File: src/hw/register_stack_params.svh
`ifndef REGISTER_STACK_PARAMS_SVH
`define REGISTER_STACK_PARAMS_SVH

`define RS_WORD_COUNT 16
`define RS_WORD_WIDTH 4
`define RS_ADDR_WIDTH 4
`define RS_SYNC_STAGES 2
`define RS_PIN_COUNT 12
`define RS_WORD_RESET 4'h0

// pin bundle order: address, data, select, write, pin clock, drive enable
`define RS_PIN_ADDR_LSB 8
`define RS_PIN_DATA_LSB 4
`define RS_PIN_SELECT 3
`define RS_PIN_WRITE 2
`define RS_PIN_CLOCK 1
`define RS_PIN_DRIVE 0
// select, write and drive enable idle high, pin clock idle low
`define RS_PIN_IDLE 12'h00D

`endif

File: src/hw/register_stack_pkg.sv
`include "register_stack_params.svh"

package register_stack_pkg;

	typedef logic [`RS_WORD_WIDTH-1:0] word_type;
	typedef logic [`RS_ADDR_WIDTH-1:0] addr_type;

	typedef struct packed {
		word_type [`RS_WORD_COUNT-1:0] words;
		word_type out_reg;
		logic cp_prev;
	} stack_state_type;

endpackage : register_stack_pkg

File: src/hw/register_stack_16x4.sv
// Contract
// RULE1 - sixteen four-bit words, four-bit address
// RULE2 - write when write, select, clock low
// RULE3 - write is transparent while all three low
// RULE4 - clock rise with select low loads output
// RULE5 - output register changes only on rise
// RULE6 - writes proceed while output holds old word
// RULE7 - enable high floats outputs, low drives them
// RULE8 - select high blocks writes and loads
`timescale 1ns/10ps
`default_nettype none
`include "register_stack_params.svh"

module register_stack_16x4
	import register_stack_pkg::*;
(
	// clock and reset
	input wire logic clk_i,
	input wire logic arst_n_i,
	// address and data pins
	input wire logic [`RS_ADDR_WIDTH-1:0] word_address_i,
	input wire logic [`RS_WORD_WIDTH-1:0] write_data_in_i,
	// control pins
	input wire logic chip_select_n_i,
	input wire logic write_enable_n_i,
	input wire logic clock_pulse_in_i,
	input wire logic output_drive_enable_n_i,
	// three-state data outputs
	output logic [`RS_WORD_WIDTH-1:0] read_data_out_o,
	output logic [`RS_WORD_WIDTH-1:0] read_data_oe_o
);

	// raw pin bundle and its two-flop copy
	logic [`RS_PIN_COUNT-1:0] raw_pins;
	logic [`RS_PIN_COUNT-1:0] synced;

	// synchronised pin fields
	addr_type address;
	word_type data_in;
	logic select_n;
	logic write_n;
	logic cp;
	logic drive_n;

	// decoded strobes
	logic selected;
	logic write_ok;
	logic cp_low;
	logic write_now;
	logic cp_rise;
	logic load_now;

	// per-word address decode and write strobes
	logic [`RS_WORD_COUNT-1:0] word_hit;
	logic [`RS_WORD_COUNT-1:0] word_write;

	// per-word contents after this cycle's write
	word_type [`RS_WORD_COUNT-1:0] words_after;

	// read path: each word masked by its hit, then or-folded
	word_type [`RS_WORD_COUNT-1:0] word_masked;
	word_type [`RS_WORD_COUNT:0] read_fold;
	word_type read_word;

	// per-bit drive enables
	logic [`RS_WORD_WIDTH-1:0] drive_bits;

	// registered state and its next value
	stack_state_type state;
	stack_state_type next_state;

	// every pin shares one delay, so address and strobes stay aligned
	assign raw_pins = {
		word_address_i,
		write_data_in_i,
		chip_select_n_i,
		write_enable_n_i,
		clock_pulse_in_i,
		output_drive_enable_n_i
	};

	pin_sync u_pin_sync (
		.clk_i(clk_i),
		.arst_n_i(arst_n_i),
		.pins_i(raw_pins),
		.pins_o(synced)
	);

	// field positions must match the bundle order above
	assign address = synced[`RS_PIN_ADDR_LSB +: `RS_ADDR_WIDTH];
	assign data_in = synced[`RS_PIN_DATA_LSB +: `RS_WORD_WIDTH];
	assign select_n = synced[`RS_PIN_SELECT];
	assign write_n = synced[`RS_PIN_WRITE];
	assign cp = synced[`RS_PIN_CLOCK];
	assign drive_n = synced[`RS_PIN_DRIVE];

	// pin clock is sampled as data; its pulses must be slow against clk_i
	assign selected = !select_n;
	assign write_ok = !write_n;
	assign cp_low = !cp;

	// level write, re-applied each cycle all three stay low
	assign write_now = write_ok && selected && cp_low; // RULE2 RULE3 RULE8

	// cp_prev resets low, matching the idle level of the pin clock
	assign cp_rise = cp && !state.cp_prev;
	assign load_now = cp_rise && selected; // RULE4 RULE8

	// one decoder and one writer per word
	generate
		for (genvar i = 0; i < `RS_WORD_COUNT; i++) begin : g_word
			assign word_hit[i] = (address == addr_type'(i));
			assign word_write[i] = write_now && word_hit[i]; // RULE1
			// unaddressed words keep their value
			assign words_after[i] = word_write[i] ? data_in
				: state.words[i];
		end
	endgenerate

	// or-fold keeps the read a plain mux with no priority chain
	generate
		for (genvar k = 0; k < `RS_WORD_COUNT; k++) begin : g_read
			assign word_masked[k] = word_hit[k] ? state.words[k] : '0;
			assign read_fold[k + 1] = read_fold[k] | word_masked[k];
		end
	endgenerate

	assign read_fold[0] = '0;
	assign read_word = read_fold[`RS_WORD_COUNT];

	generate
		for (genvar b = 0; b < `RS_WORD_WIDTH; b++) begin : g_drive
			// drive only while the synced enable pin is low
			assign drive_bits[b] = !drive_n; // RULE7
		end
	endgenerate

	always_comb begin
		next_state = state;
		next_state.cp_prev = cp;
		// writes never touch out_reg, so a held word survives them
		next_state.words = words_after; // RULE1 RULE3 RULE6
		// write needs clock low, load needs a rise: never in one cycle
		if (load_now) begin
			next_state.out_reg = read_word; // RULE4 RULE5 RULE8
		end else begin
			next_state.out_reg = state.out_reg; // RULE5
		end
	end

	// no reset on the part; flops cleared so outputs are defined
	always_ff @(posedge clk_i or negedge arst_n_i) begin
		if (!arst_n_i) begin
			state.words <= {`RS_WORD_COUNT{`RS_WORD_RESET}};
			state.out_reg <= `RS_WORD_RESET;
			state.cp_prev <= 1'h0;
		end else begin
			state <= next_state;
		end
	end

	assign read_data_out_o = state.out_reg;
	assign read_data_oe_o = drive_bits; // RULE7

endmodule : register_stack_16x4
`default_nettype wire

File: src/hw/pin_sync.sv
`timescale 1ns/10ps
`default_nettype none
`include "register_stack_params.svh"

module pin_sync (
	// clock and reset
	input wire logic clk_i,
	input wire logic arst_n_i,
	// pins in, synchronised out
	input wire logic [`RS_PIN_COUNT-1:0] pins_i,
	output logic [`RS_PIN_COUNT-1:0] pins_o
);

	typedef struct packed {
		logic [`RS_PIN_COUNT-1:0] first;
		logic [`RS_PIN_COUNT-1:0] second;
	} sync_state_type;

	sync_state_type state;
	sync_state_type next_state;

	// first stage feeds only the second stage
	always_comb begin
		next_state.first = pins_i;
		next_state.second = state.first;
	end

	always_ff @(posedge clk_i or negedge arst_n_i) begin
		if (!arst_n_i) begin
			// idle levels, so reset can never fake a write or a drive
			state <= {`RS_PIN_IDLE, `RS_PIN_IDLE};
		end else begin
			state <= next_state;
		end
	end

	assign pins_o = state.second;

endmodule : pin_sync
`default_nettype wire

File: config.mk
export PLATFORM = sky130hd
export DESIGN_NAME = register_stack_16x4
export DESIGN_NICKNAME = d
export VERILOG_FILES = /design/src/hw/register_stack_pkg.sv /design/src/hw/register_stack_16x4.sv /design/src/hw/pin_sync.sv
export VERILOG_INCLUDE_DIRS = /design/src /design/src/hw
export SDC_FILE = /design/constraint.sdc
export NUM_CORES = 1
export LEC_CHECK = 0
export CAP_MARGIN = 20
export CORE_MARGIN = 4
export CORE_UTILIZATION = 46
export DETAILED_ROUTE_END_ITERATION = 7
export DONT_BUFFER_PORTS = 1
export PLACE_DENSITY = 0.62
export SLEW_MARGIN = 5
export SYNTH_ARGS = -nofsm -noshare
export SYNTH_HDL_FRONTEND = slang
export SYNTH_HIERARCHICAL = 1
export SYNTH_SLANG_ARGS = --single-unit
export TNS_END_PERCENT = 10
File: constraint.sdc
create_clock -name clk_i -period 3.1 [get_ports clk_i]
set_clock_uncertainty 0.15 [all_clocks]
set_input_delay 0 -clock clk_i [delete_from_list [all_inputs] [get_ports clk_i]]
set_output_delay 0 -clock clk_i [all_outputs]
set_load 0.05 [all_outputs]
# After elaboration in Yosys (flattened, before gate mapping)
# Cells that the tools add are included.
dict set report classes {
  eq_ne 15
  muxes 16
  bitwise 15
  reduce_logical 26
}
# cell n
set op_table {}
lappend op_table {{4-bit two-way mux} 16}
lappend op_table {{4-bit OR} 15}
lappend op_table {{4-bit equality test (second input constant)} 8}
lappend op_table {{1-bit logical AND} 20}
lappend op_table {{4-bit by 3-bit equality test with 1-bit output (second input constant)} 4}
lappend op_table {{4-bit by 2-bit equality test with 1-bit output (second input constant)} 2}
lappend op_table {{1-bit zero test} 5}
lappend op_table {{4-bit by 1-bit equality test with 1-bit output (second input constant)} 1}
lappend op_table {{4-bit zero test} 1}
dict set report word_totals {
  reg_bits 93
  inputBits 14
  output_inout_bits 8
  word_cells 92
}

# Logic depth before layout (Yosys ltp)
# Gate-level depths: netlist of the first run.
dict set report logic_depth {
  depth_word 17
  depth_mapped 7
}

# Hierarchy
# The synthesis of the first run kept the hierarchy.
# module n_inst cells_per_inst area_each_um2
set modules_own_cells {}
lappend modules_own_cells {register_stack_16x4 1 275 3392.0}
lappend modules_own_cells {pin_sync 1 24 608.1}

# Worst setup path after synthesis of the first run
# No wires, ideal clock.
dict set report synth_path {
  kind {flip-flop to flip-flop}
  start {reg u_pin_sync.state (netlist bit u_pin_sync/pins_o[2])}
  end {reg state[53] (netlist bit)}
  arrival_time_ns 1.649
  required_time_ns 2.825
  setup_slack_ns 1.176
  path_stages_with_launch 5
  cell_sequence {dfstp_2 > or3_4 > or2_4 > or3_4 > mux2_4}
}
dict set report synth_between {
  elab_chain_len 4
}
# item line
set synth_lines {}
lappend synth_lines {{start: declaration} pin_sync.sv:19} ;# sync_state_type state;
lappend synth_lines {{start signal: assignment} pin_sync.sv:31} ;# state <= {`RS_PIN_IDLE, `RS_PIN_IDLE};
lappend synth_lines {{start signal: assignment} pin_sync.sv:33} ;# state <= next_state;
lappend synth_lines {{1-bit zero test} register_stack_16x4.sv:99} ;# assign write_ok = !write_n;
lappend synth_lines {{1-bit logical AND (2 in series)} register_stack_16x4.sv:103} ;# assign write_now = write_ok && selected && cp_low;
lappend synth_lines {{1-bit logical AND} register_stack_16x4.sv:113} ;# assign word_write[i] = write_now && word_hit[i];
lappend synth_lines {{end signal: assignment} register_stack_16x4.sv:158} ;# state <= next_state;
lappend synth_lines {{end: declaration} register_stack_16x4.sv:69} ;# stack_state_type state;
# Every way passes these cells.
# A chain may end at the register's enable or synchronous reset.

# Worst setup path in the final report of the first run
dict set report layout_path {
  start {reg u_pin_sync.state (netlist bit u_pin_sync/pins_o[10])}
  end {reg state[40] (netlist bit)}
}
dict set report layout_between {
  elab_chain_len 2
}
# item line
set layout_lines {}
lappend layout_lines {{4-bit equality test} register_stack_16x4.sv:112} ;# assign word_hit[i] = (address == addr_type'(i));
lappend layout_lines {{1-bit logical AND} register_stack_16x4.sv:113}
# Every way passes these cells.

==> results.md, run 1 <==
* Pins over their slew limit at 0
* Max_cap viols at 0
* Most common cell in the netlist: dfrtp_1
* Detailed Route WL at 8.26 mm
* Final Hold Vio Count at 0
* Hold path cells at 1
* DP HPWL at 5.43 mm
* Remaining antenna violation count at 0
* Largest area contributor in the netlist: dfrtp_1
* Total GRT Usage at approximately 18%
* Peak VDD IR at slightly below 0.0003 V
* Final Cycle Share at approximately three quarters
* PD cells at just under 600 nW/um^2
* Number of port buffers at 0
* H-tree Lvls at 3
* Max Root-Sink Buffers at 2
* Setup-failing EPs final at 0
* Root Buffer: clkbuf_8
* Outcome: complete, no violations
* Number of synthesized flops with an enable pin at 0
* Critical path class: register to register
* Initial antenna violation count at 0
* Fraction of the yosys area taken by sequential cells at approximately 58%
* Top post-synthesis cells by area: dfrtp_1 (54%), mux2_2 (19%), dfstp_2 (3.9%)
* Tightest Hold Check Type: input port to register
* Core area at ~8300 sq um
* Synth-to-layout area growth at 11.1%
* Synth Cell Area at 4000 sq um
* Synth top area share at approximately 54%
* FF+latch count, synth at 93
* Clk_lat worst skew at ~0.37 ns
* Worst EP required at 3.20 ns
* Syn nets at between 300 and 400
* Die width at 101 um
* Crit start category: register
* Die Ht at between 100 and 150 um
* Slew headroom at 39.7%
* Total grt overflow at 0
* Reg2Reg Setup Slack at roughly 0.82 ns
* Gpl congestion at between 0.8 and 0.9
* Least-Margin Pin Slew at 0.903 ns
* R2r endpoint: state[40]$_DFFE_PN0P_
* Leakage power at just over 2 nW
* Initial DRC count at 76
* First-pass GRT wire length at ~14 mm
* Core Rows at 33
* Layout cells sized above 1 at between 30% and 40%
* Max FO, Critical Path at 15
* Post-synth top cells: dfrtp_1 (87), mux2_2 (69), nand2_1 (19)
* Total Power at roughly 2.6 mW
* Vias in the first global route at between 2000 and 2500
* DRT Pass-1 Iters at 4
* Ys async rst share at between 90% and 100%
* Worst Setup End Kind: register
* Post-synthesis cell count at 299
* YS warnings at 6
* TritonCTS buffer count at 9
* CTS Sinks at 93
* CTS tree: yes
* Remaining routing DRC violations at 0
* Final Net Count at about 320
* Vias at ~2400
* Clk slew on worst S/H paths at between 0.1 and 0.15 ns
* Io pins at 22
* Peak Freq at roughly 0.44 GHz
* Worst hold start: output_drive_enable_n_i
* Post-synth top flop: dfrtp_1
* Worst R2R Path Depth at 5
* Wirelength per Cell at ~20 um
* Die Area at approximately 10000 sq um
* Post-Syn Area per Cell at between 10 and 15 sq um
* Via density at 5.72
* RSZ-0062 raised after global routing: no
* CP Data Arrival Time at between 2 and 2.5 ns
* Hold Path Sink: u_pin_sync/next_state[0]$_DFF_PN1_
* N_diodes at 0
* Post-Route Setup TNS at 0 ns
* Final min period at 2.28 ns
* Post-synthesis cell type count at 47
* Largest net degree at the start of global routing at 94
* R2R Path Start: u_pin_sync/pins_o[10]$_DFF_PN0_
* Initial Utilization at about 48%
==> sequential cells by signal, indices dropped and copies added (netlist names) <==
name,cells
state,65
u_pin_sync/next_state,12
read_data_out_o,4
u_pin_sync/pins_o,12
==> critical path, cell delays in order, from the launching register on <==
cell	delay (ns)
dfrtp_1	0.59
buf_4	0.30
nor2b_1	0.24
nor2b_1	0.30
nand2_1	0.24
mux2_2	0.33
==> power by group <==
group	internal (mW)	switching, mW	total, mW
clock	0.325	0.497	0.822
combinational	0.153	0.116	0.269
sequential	1.35	0.137	1.48
total	1.83	0.751	2.58
==> how the worst max path moves through the flow <==
stage / endpoint / from / slack, ns
detailed placement: state[40]$_DFFE_PN0P_ / u_pin_sync/pins_o[10]$_DFF_PN0_ / 0.89
global route: state[40]$_DFFE_PN0P_ / u_pin_sync/pins_o[10]$_DFF_PN0_ / 0.67
CTS: state[40]$_DFFE_PN0P_ / u_pin_sync/pins_o[10]$_DFF_PN0_ / 0.83
finish: state[40]$_DFFE_PN0P_ / u_pin_sync/pins_o[10]$_DFF_PN0_ / 0.82
floorplan: state[53]$_DFFE_PN0P_ / u_pin_sync/pins_o[2]$_DFF_PN1_ / 1.18
global placement: state[39]$_DFFE_PN0P_ / u_pin_sync/pins_o[10]$_DFF_PN0_ / 0.90
==> cells by family after synthesis <==
kind of cell           share of synthesized area (%)
flip-flops                                      58.4
multiplexers                                    23.2
AND/OR/NAND/NOR                                 8.54
AO/OA/AOI/OAI                                   6.54
buffers and inverters                           3.38
==> area by class of cell <==
class / instances / area, sq um
Fill cell: 737 / 3890
Sequential cell: 93 / 2330
Multi-Input combinational cell: 179 / 1530
Timing Repair Buffer: 22 / 223
Tap cell: 105 / 131
Clock buffer: 9 / 124
Clock inverter: 7 / 91.3
Inverter: 3 / 11.3
==> layout by cell type (no fill, tap or decap), types with 2 or more instances in the layout <==
cell and instances:
inv_1 2, nor2_1 10, nor2b_1 5, nand2_1 19, mux2_4 4, nor3b_1 5
mux2i_1 9, a21boi_0 2, buf_4 6, dlygate4sd3_1 15, a221oi_1 2, nand3_1 7
and3_1 2, dfrtp_1 87, a21oi_1 2, o32a_1 2, dfstp_2 6, o21ai_0 3
mux2_2 69, clkinv_8 4, o211ai_1 2, a211oi_1 2, a31oi_1 5, o311ai_0 2
inv_6 2, nand3b_1 5, or3_4 2, clkbuf_8 9
==> metrics by stage <==
step           std cells  util [%]  instance area, sq um  hold slack, ns  worst slack (ns)
5_1_grt              418      53.3                  4450         0.00667             0.668
3_5_place_dp         386      48.6                  4050          -0.443             0.886
2_1_floorplan        299         -                  4000          -0.446              1.18
6_report             418      53.3                  4450          0.0246             0.823
4_1_cts              417      53.2                  4440       0.0000954             0.833
3_3_place_gp         386      48.6                  4050          -0.443             0.900
==> layer usage <==
layer | routed length (um) | part of all wire (%) | global-route usage (%) | vias up
met4 | 87 | 1.1 | 4.91 | 0
li1 | - | - | - | 1098
met1 | 4060 | 49 | 27.3 | 1240
met2 | 3730 | 45 | 26.0 | 49
met3 | 381 | 4.6 | 4.55 | 6
met5 | 0 | 0 | 0 | -
==> what timing repair did <==
action / 4_1_cts / 5_1_grt
hold buffers: 15 / 1
hold endpoints to repair: 105 / 1
gates resized for setup: 0 / 0
setup buffers: 0 / 0
No activity file was read; power rests on OpenSTA's default activity.
==> run 2, diff against run 1 <==
==> constraint.sdc (replaced) <==
create_clock -name clk_i -period 2.3 [get_ports clk_i]
set_clock_uncertainty 0.15 [all_clocks]
set_input_delay 0 -clock clk_i [delete_from_list [all_inputs] [get_ports clk_i]]
set_output_delay 0 -clock clk_i [all_outputs]
set_load 0.05 [all_outputs]
==> results.md, run 2 (synthesized netlist as in run 1, its figures left out) <==
* Outcome: complete, no violations (unchanged)
* CP max stage delay at 0.53 ns (was 0.59 ns)
* Post-CTS setup buffer count at 0 (unchanged)
* DRT Pass-1 Iters at 4 (unchanged)
* Post-Route Setup TNS at 0 ns (unchanged)
* Core area at 8340 sq um (unchanged)
* Clk_lat worst skew at 0.38 ns (was 0.37 ns)
* CTS Hold Bufs at 19 (was 15)
* Reg2Reg Setup Slack at 0.20 ns (was 0.82 ns)
* Final min period at 2.10 ns (was 2.28 ns)
* Leakage power at 2.05 nW (was 2.02 nW)
* Wirelength per Cell at 19.8 um (was 19.7 um)
* Setup WS pre-CTS at 0.230 ns (was 0.886 ns)
* Via density at 5.69 (was 5.72)
* Max Root-Sink Buffers at 2 (unchanged)
* Core Rows at 33 (unchanged)
* Most flops, register: state (unchanged)
* Worst path most repeated cell: buf_4 (was nor2b_1)
* Remaining antenna violation count at 0 (unchanged)
* RSZ-0062 raised after global routing: no (unchanged)
* DP HPWL at 5.41 mm (was 5.43 mm)
* Initial antenna violation count at 0 (unchanged)
* Vias at 2412 (was 2393)
* Most frequent cells in the layout: dfrtp_1 (87), mux2_2 (69), nand2_1 (19) (unchanged)
* Filler instances at 729 (was 737)
* Remaining routing DRC violations at 0 (unchanged)
* Number of port buffers at 0 (unchanged)
* Total GRT Usage at 18.0% (was 18.1%)
* Final Net Count at 328 (was 322)
* Layout cells sized above 1 at 34.8% (was 34.5%)
* Crit-path cells: buf_4, nor2b_1, buf_4, a31oi_1, a211oi_1, o32a_1 (was buf_4, nor2b_1, nor2b_1, nand2_1, mux2_2)
* Final Hold Vio Count at 0 (unchanged)
* Peak Freq at 0.475 GHz (was 0.439 GHz)
* Initial Utilization at 48.0% (unchanged)
* Slowest CP cell: dfrtp_1 (unchanged)
* Setup-failing EPs final at 0 (unchanged)
* Io pins at 22 (unchanged)
* Synth-to-layout area growth at 12.6% (was 11.1%)
* Placed instance count at 389 (was 386)
* Worst Setup End Kind: register (unchanged)
* CTS tree: yes (unchanged)
* Tightest Hold Check Type: input port to register (unchanged)
* Gpl congestion at 0.894 (was 0.853)
* N_diodes at 0 (unchanged)
* Final Cycle Share at 91.5% (was 73.5%)
* Final worst slack at 0.196 ns (was 0.823 ns)
* Clk slew on worst S/H paths at 0.11 ns (about the same)
* Critical path class: register to register (unchanged)
* Max FO, Critical Path at 9 (was 15)
* Detailed Route WL at 8.40 mm (was 8.26 mm)
* Die Ht at 101 um (unchanged)
* Least-Margin Pin Slew at 0.906 ns (was 0.903 ns)
* Worst EP required at 2.47 ns (was 3.20 ns)
* Peak VDD IR at 0.000378 V (was 0.000289 V)
* Die width at 101 um (unchanged)
* H-tree Lvls at 3 (unchanged)
* Crit start category: register (unchanged)
* PD cells at 767 nW/um^2 (was 579 nW/um^2)
* Fin cells at 424 (was 418)
* Largest register FFs at 65 (unchanged)
* CP Data Arrival Time at 2.27 ns (was 2.38 ns)
* Most common cell after layout, fill and taps aside: dfrtp_1 (unchanged)
* Vias in the first global route at 2482 (was 2445)
* Initial DRC count at 172 (was 76)
* Largest net degree at the start of global routing at 94 (unchanged)
* Cts repair resizes at 0 (unchanged)
* Total grt overflow at 0 (unchanged)
* CTS Sinks at 93 (unchanged)
* TritonCTS buffer count at 9 (unchanged)
* Die Area at 10300 sq um (unchanged)
* Root Buffer: clkbuf_8 (unchanged)
* Pins over their slew limit at 0 (unchanged)
* First-pass GRT wire length at 13.9 mm (about the same)
* Max_cap viols at 0 (unchanged)
* Slew headroom at 39.5% (was 39.7%)
[run 2: layout make-up]
cell class / instances / area [sq um] / area share [%]
clock buffers: 9 / 124 / 2.75
well taps: 105 / 131 / 2.92
flip-flops and latches: 93 / 2330 / 51.8
inverters: 3 / 11.3 / 0.250
multi-input cells: 179 / 1530 / 34.0
repair buffers: 28 / 300 / 6.67
clock inverters: 7 / 71.3 / 1.58
[run 2: critical path, delay by kind of cell, from the launching register on]
family	cells	cell delay (ns)
AOI/OAI and AO/OA	3	0.77
buffers and inverters	2	0.41
DFF	1	0.53
and+or+nand+nor	1	0.18
[run 2: per-stage QoR]
step / instance area, sq um / utilization, % / power, mW / hold WS [ns]
final: 4500 / 54.0 / 3.45 / 0.0147
after global routing: 4500 / 54.0 / 3.61 / 0.0124
after CTS: 4500 / 54.0 / 3.50 / 0.000252
after detailed placement: 4100 / 49.2 / 2.35 / -0.443
after global placement: 4100 / 49.2 / 2.34 / -0.443
after floorplan: 4000 / - / 2.26 / -0.446
[run 2: worst paths after layout]
check / start / end / depth (start not counted)
max in group asynchronous: arst_n_i / u_pin_sync/pins_o[3]$_DFF_PN1_ / 2
min reg2reg: u_pin_sync/next_state[5]$_DFF_PN0_ / u_pin_sync/pins_o[5]$_DFF_PN0_ / 0
min: output_drive_enable_n_i / u_pin_sync/next_state[0]$_DFF_PN1_ / 1
max reg2reg: u_pin_sync/pins_o[10]$_DFF_PN0_ / read_data_out_o[1]$_DFFE_PN0P_ / 6
max: u_pin_sync/pins_o[10]$_DFF_PN0_ / read_data_out_o[1]$_DFFE_PN0P_ / 6
min in group asynchronous: arst_n_i / u_pin_sync/pins_o[7]$_DFF_PN0_ / 2
[run 2: layer usage]
layer  GRT usage (%)  share of wire (%)  vias up
li1                -                  -     1101
met1            26.3                 48     1223
met2            26.2                 45       68
met3            5.10                5.1       20
met4            5.21                1.5        0
met5               0                  0        -
[run 2: report_power, final]
| part | internal, mW | total (mW) | switching (mW) |
|---|---|---|---|
| Sequential | 1.81 | 1.98 | 0.167 |
| Clock | 0.433 | 1.08 | 0.645 |
| Combinational | 0.218 | 0.393 | 0.175 |
==> run 3, diff against run 2 <==
--- a/config.mk
+++ b/config.mk
@@ -7,11 +7,12 @@
 export NUM_CORES = 1
 export LEC_CHECK = 0
 export CAP_MARGIN = 20
-export CORE_MARGIN = 4
+export CORE_ASPECT_RATIO = 2
 export CORE_UTILIZATION = 46
 export DETAILED_ROUTE_END_ITERATION = 7
 export DONT_BUFFER_PORTS = 1
 export PLACE_DENSITY = 0.62
+export RECOVER_POWER = 100
 export SLEW_MARGIN = 5
 export SYNTH_ARGS = -nofsm -noshare
 export SYNTH_HDL_FRONTEND = slang
==> results.md, run 3 (synthesized netlist as in run 1, its figures left out) <==
* Via density at 5.84 (was 5.69)
* Worst Setup End Kind: register (unchanged)
* Total GRT Usage at 22.5% (was 18.0%)
* Most common cell after layout, fill and taps aside: dfrtp_1 (unchanged)
* Most frequent cells in the layout: dfrtp_1 (87), mux2_2 (69), nand2_1 (19) (unchanged)
* Core area at 8350 sq um (was 8340 sq um)
* Clk network pwr share at 40.5% (was 31.2%)
* N_diodes at 0 (unchanged)
* Hold_ws at -0.808 ns (was 0.0147 ns)
* Final Cycle Share at 97.0% (was 91.5%)
* DRT Pass-1 Iters at 4 (unchanged)
* Clk slew on worst S/H paths at 0.07 ns (was 0.11 ns)
* Outcome: finished with violations (was complete, no violations)
* Crit-path cells: buf_4, nor3_1, nand2_1, mux2_2 (was buf_4, nor2b_1, buf_4, a31oi_1, a211oi_1, o32a_1)
* Net Sw Frac at 24.1% (was 28.6%)
* Least-Margin Pin Slew at 0.902 ns (was 0.906 ns)
* Post-CTS setup buffer count at 0 (unchanged)
* Remaining routing DRC violations at 0 (unchanged)
* CP max stage delay at 0.52 ns (was 0.53 ns)
* Final min period at 2.23 ns (was 2.10 ns)
* Peak Freq at 0.448 GHz (was 0.475 GHz)
* TritonCTS buffer count at 9 (unchanged)
* Tightest Hold Check Type: input port to asynchronous set/reset pin (was input port to register)
* CP Data Arrival Time at 2.31 ns (was 2.27 ns)
* Layout cells sized above 1 at 33.2% (was 34.8%)
* Max Root-Sink Buffers at 2 (unchanged)
* PD cells at 869 nW/um^2 (was 767 nW/um^2)
* CTS Hold Bufs at 12 (was 19)
* CTS tree: yes (unchanged)
* Gpl congestion at 0.945 (was 0.894)
* Initial antenna violation count at 0 (unchanged)
* Reg2Reg Setup Slack at 0.07 ns (was 0.20 ns)
* Largest register FFs at 65 (unchanged)
* H-tree Lvls at 3 (unchanged)
* Critical path class: register to register (unchanged)
* Part of the power in registers at 50.7% (was 57.4%)
* CTS Sinks at 93 (unchanged)
* Vias at 2401 (was 2412)
* Die width at 67.9 um (was 101 um)
* Worst R2R Path Depth at 4 (was 6)
* Die Ht at 134 um (was 101 um)
* RSZ-0062 raised after global routing: no (unchanged)
* Largest net degree at the start of global routing at 94 (unchanged)
* Total grt overflow at 0 (unchanged)
* Final Net Count at 322 (was 328)
* Slew headroom at 39.8% (was 39.5%)
* Setup-failing EPs final at 0 (unchanged)
* Int Pwr at 2.98 mW (was 2.47 mW)
* Multi-input logic area at 1510 sq um (was 1530 sq um)
* Cts repair resizes at 0 (unchanged)
* Placement Cell Area at 4100 sq um (about the same)
* Crit start category: register (unchanged)
* R2R Path Start: u_pin_sync/pins_o[10]$_DFF_PN0_ (unchanged)
* Slowest CP cell: dfrtp_1 (unchanged)
* DP HPWL at 6.10 mm (was 5.41 mm)
* Initial DRC count at 168 (was 172)
* Failing checks: negative hold slack
* Setup WS pre-CTS at 0.0946 ns (was 0.230 ns)
* Die Area at 9100 sq um (was 10300 sq um)
* Synth-to-layout area growth at 13.0% (was 12.6%)
* Filler instances at 749 (was 729)
* Leakage power at 2.05 nW (about the same)
* Remaining antenna violation count at 0 (unchanged)
* Max FO, Critical Path at 13 (was 9)
* Final worst slack at 0.0694 ns (was 0.196 ns)
* Post-Route Setup TNS at 0 ns (unchanged)
* R2r endpoint: state[15]$_DFFE_PN0P_ (was read_data_out_o[1]$_DFFE_PN0P_)
* Clk_lat worst skew at 0.34 ns (was 0.38 ns)
* Vias in the first global route at 2632 (was 2482)
* Post-Layout Inst Area at 4520 sq um (was 4500 sq um)
* Number of port buffers at 0 (unchanged)
* Wirelength per Cell at 21.6 um (was 19.8 um)
* Final Hold Vio Count at 93 (was 0)
* P_sw at 0.949 mW (was 0.987 mW)
* Most flops, register: state (unchanged)
* Pins over their slew limit at 0 (unchanged)
* Io pins at 22 (unchanged)
* Initial Utilization at 47.9% (was 48.0%)
* Detailed Route WL at 8.87 mm (was 8.40 mm)
* Worst EP required at 2.38 ns (was 2.47 ns)
* FF/Latch Area at 2330 sq um (unchanged)
* Max_cap viols at 0 (unchanged)
* First-pass GRT wire length at 14.3 mm (was 13.9 mm)
* Root Buffer: clkbuf_16 (was clkbuf_8)
* Combinational cell fraction of total power at 8.8% (was 11.4%)
* Core Rows at 47 (was 33)
* Peak VDD IR at 0.000528 V (was 0.000378 V)
run 3: worst max-delay path by stage:
stage | start | end | slack [ns] | cells after the start
finish | u_pin_sync/pins_o[10]$_DFF_PN0_ | state[15]$_DFFE_PN0P_ | 0.07 | 4
global route | u_pin_sync/pins_o[11]$_DFF_PN0_ | state[19]$_DFFE_PN0P_ | 0.03 | 4
CTS | u_pin_sync/pins_o[10]$_DFF_PN0_ | state[14]$_DFFE_PN0P_ | 0.09 | 4
detailed placement | u_pin_sync/pins_o[10]$_DFF_PN0_ | state[14]$_DFFE_PN0P_ | 0.09 | 4
global placement | u_pin_sync/pins_o[10]$_DFF_PN0_ | state[13]$_DFFE_PN0P_ | 0.12 | 4
floorplan | u_pin_sync/pins_o[2]$_DFF_PN1_ | state[53]$_DFFE_PN0P_ | 0.38 | 4
run 3: power groups by stage:
| stage | Clock (mW) | Sequential, mW | Combinational [mW] |
|---|---|---|---|
| after detailed placement | 0 | 2.03 | 0.333 |
| after floorplan | 0 | 1.91 | 0.351 |
| after global placement | 0 | 2.02 | 0.326 |
| after CTS | 1.63 | 1.99 | 0.351 |
| final | 1.59 | 1.99 | 0.344 |
| after global routing | 1.68 | 2.01 | 0.372 |
run 3: cell type report:
class | count | share of cell area [%]
Clock buffer | 10 | 5.07
Clock inverter | 6 | 2.08
Inverter | 3 | 0.249
Multi-Input combinational cell | 179 | 33.4
Sequential cell | 93 | 51.7
Tap cell | 98 | 2.71
Timing Repair Buffer | 22 | 4.79
run 3: metal layers:
metal	GRT usage, %	routed length (um)
met2	35.8	4710
met1	26.7	3420
met4	13.7	447
met5	0	0
met3	4.76	285
run 3: metrics by stage:
stage,cells,power [mW],util [%],hold slack (ns)
after floorplan,299,2.26,-,-0.446
after global placement,383,2.35,49.1,-0.443
after detailed placement,383,2.36,49.1,-0.443
after CTS,411,3.97,54.4,-0.814
after global routing,411,4.07,54.1,-0.818
final,411,3.93,54.1,-0.808
run 3: critical path, delay by kind of cell, from the launching register on:
kind,cells,cell delay [ns]
simple gates,2,0.83
mux,1,0.36
flops,1,0.52
buf+inv,1,0.26
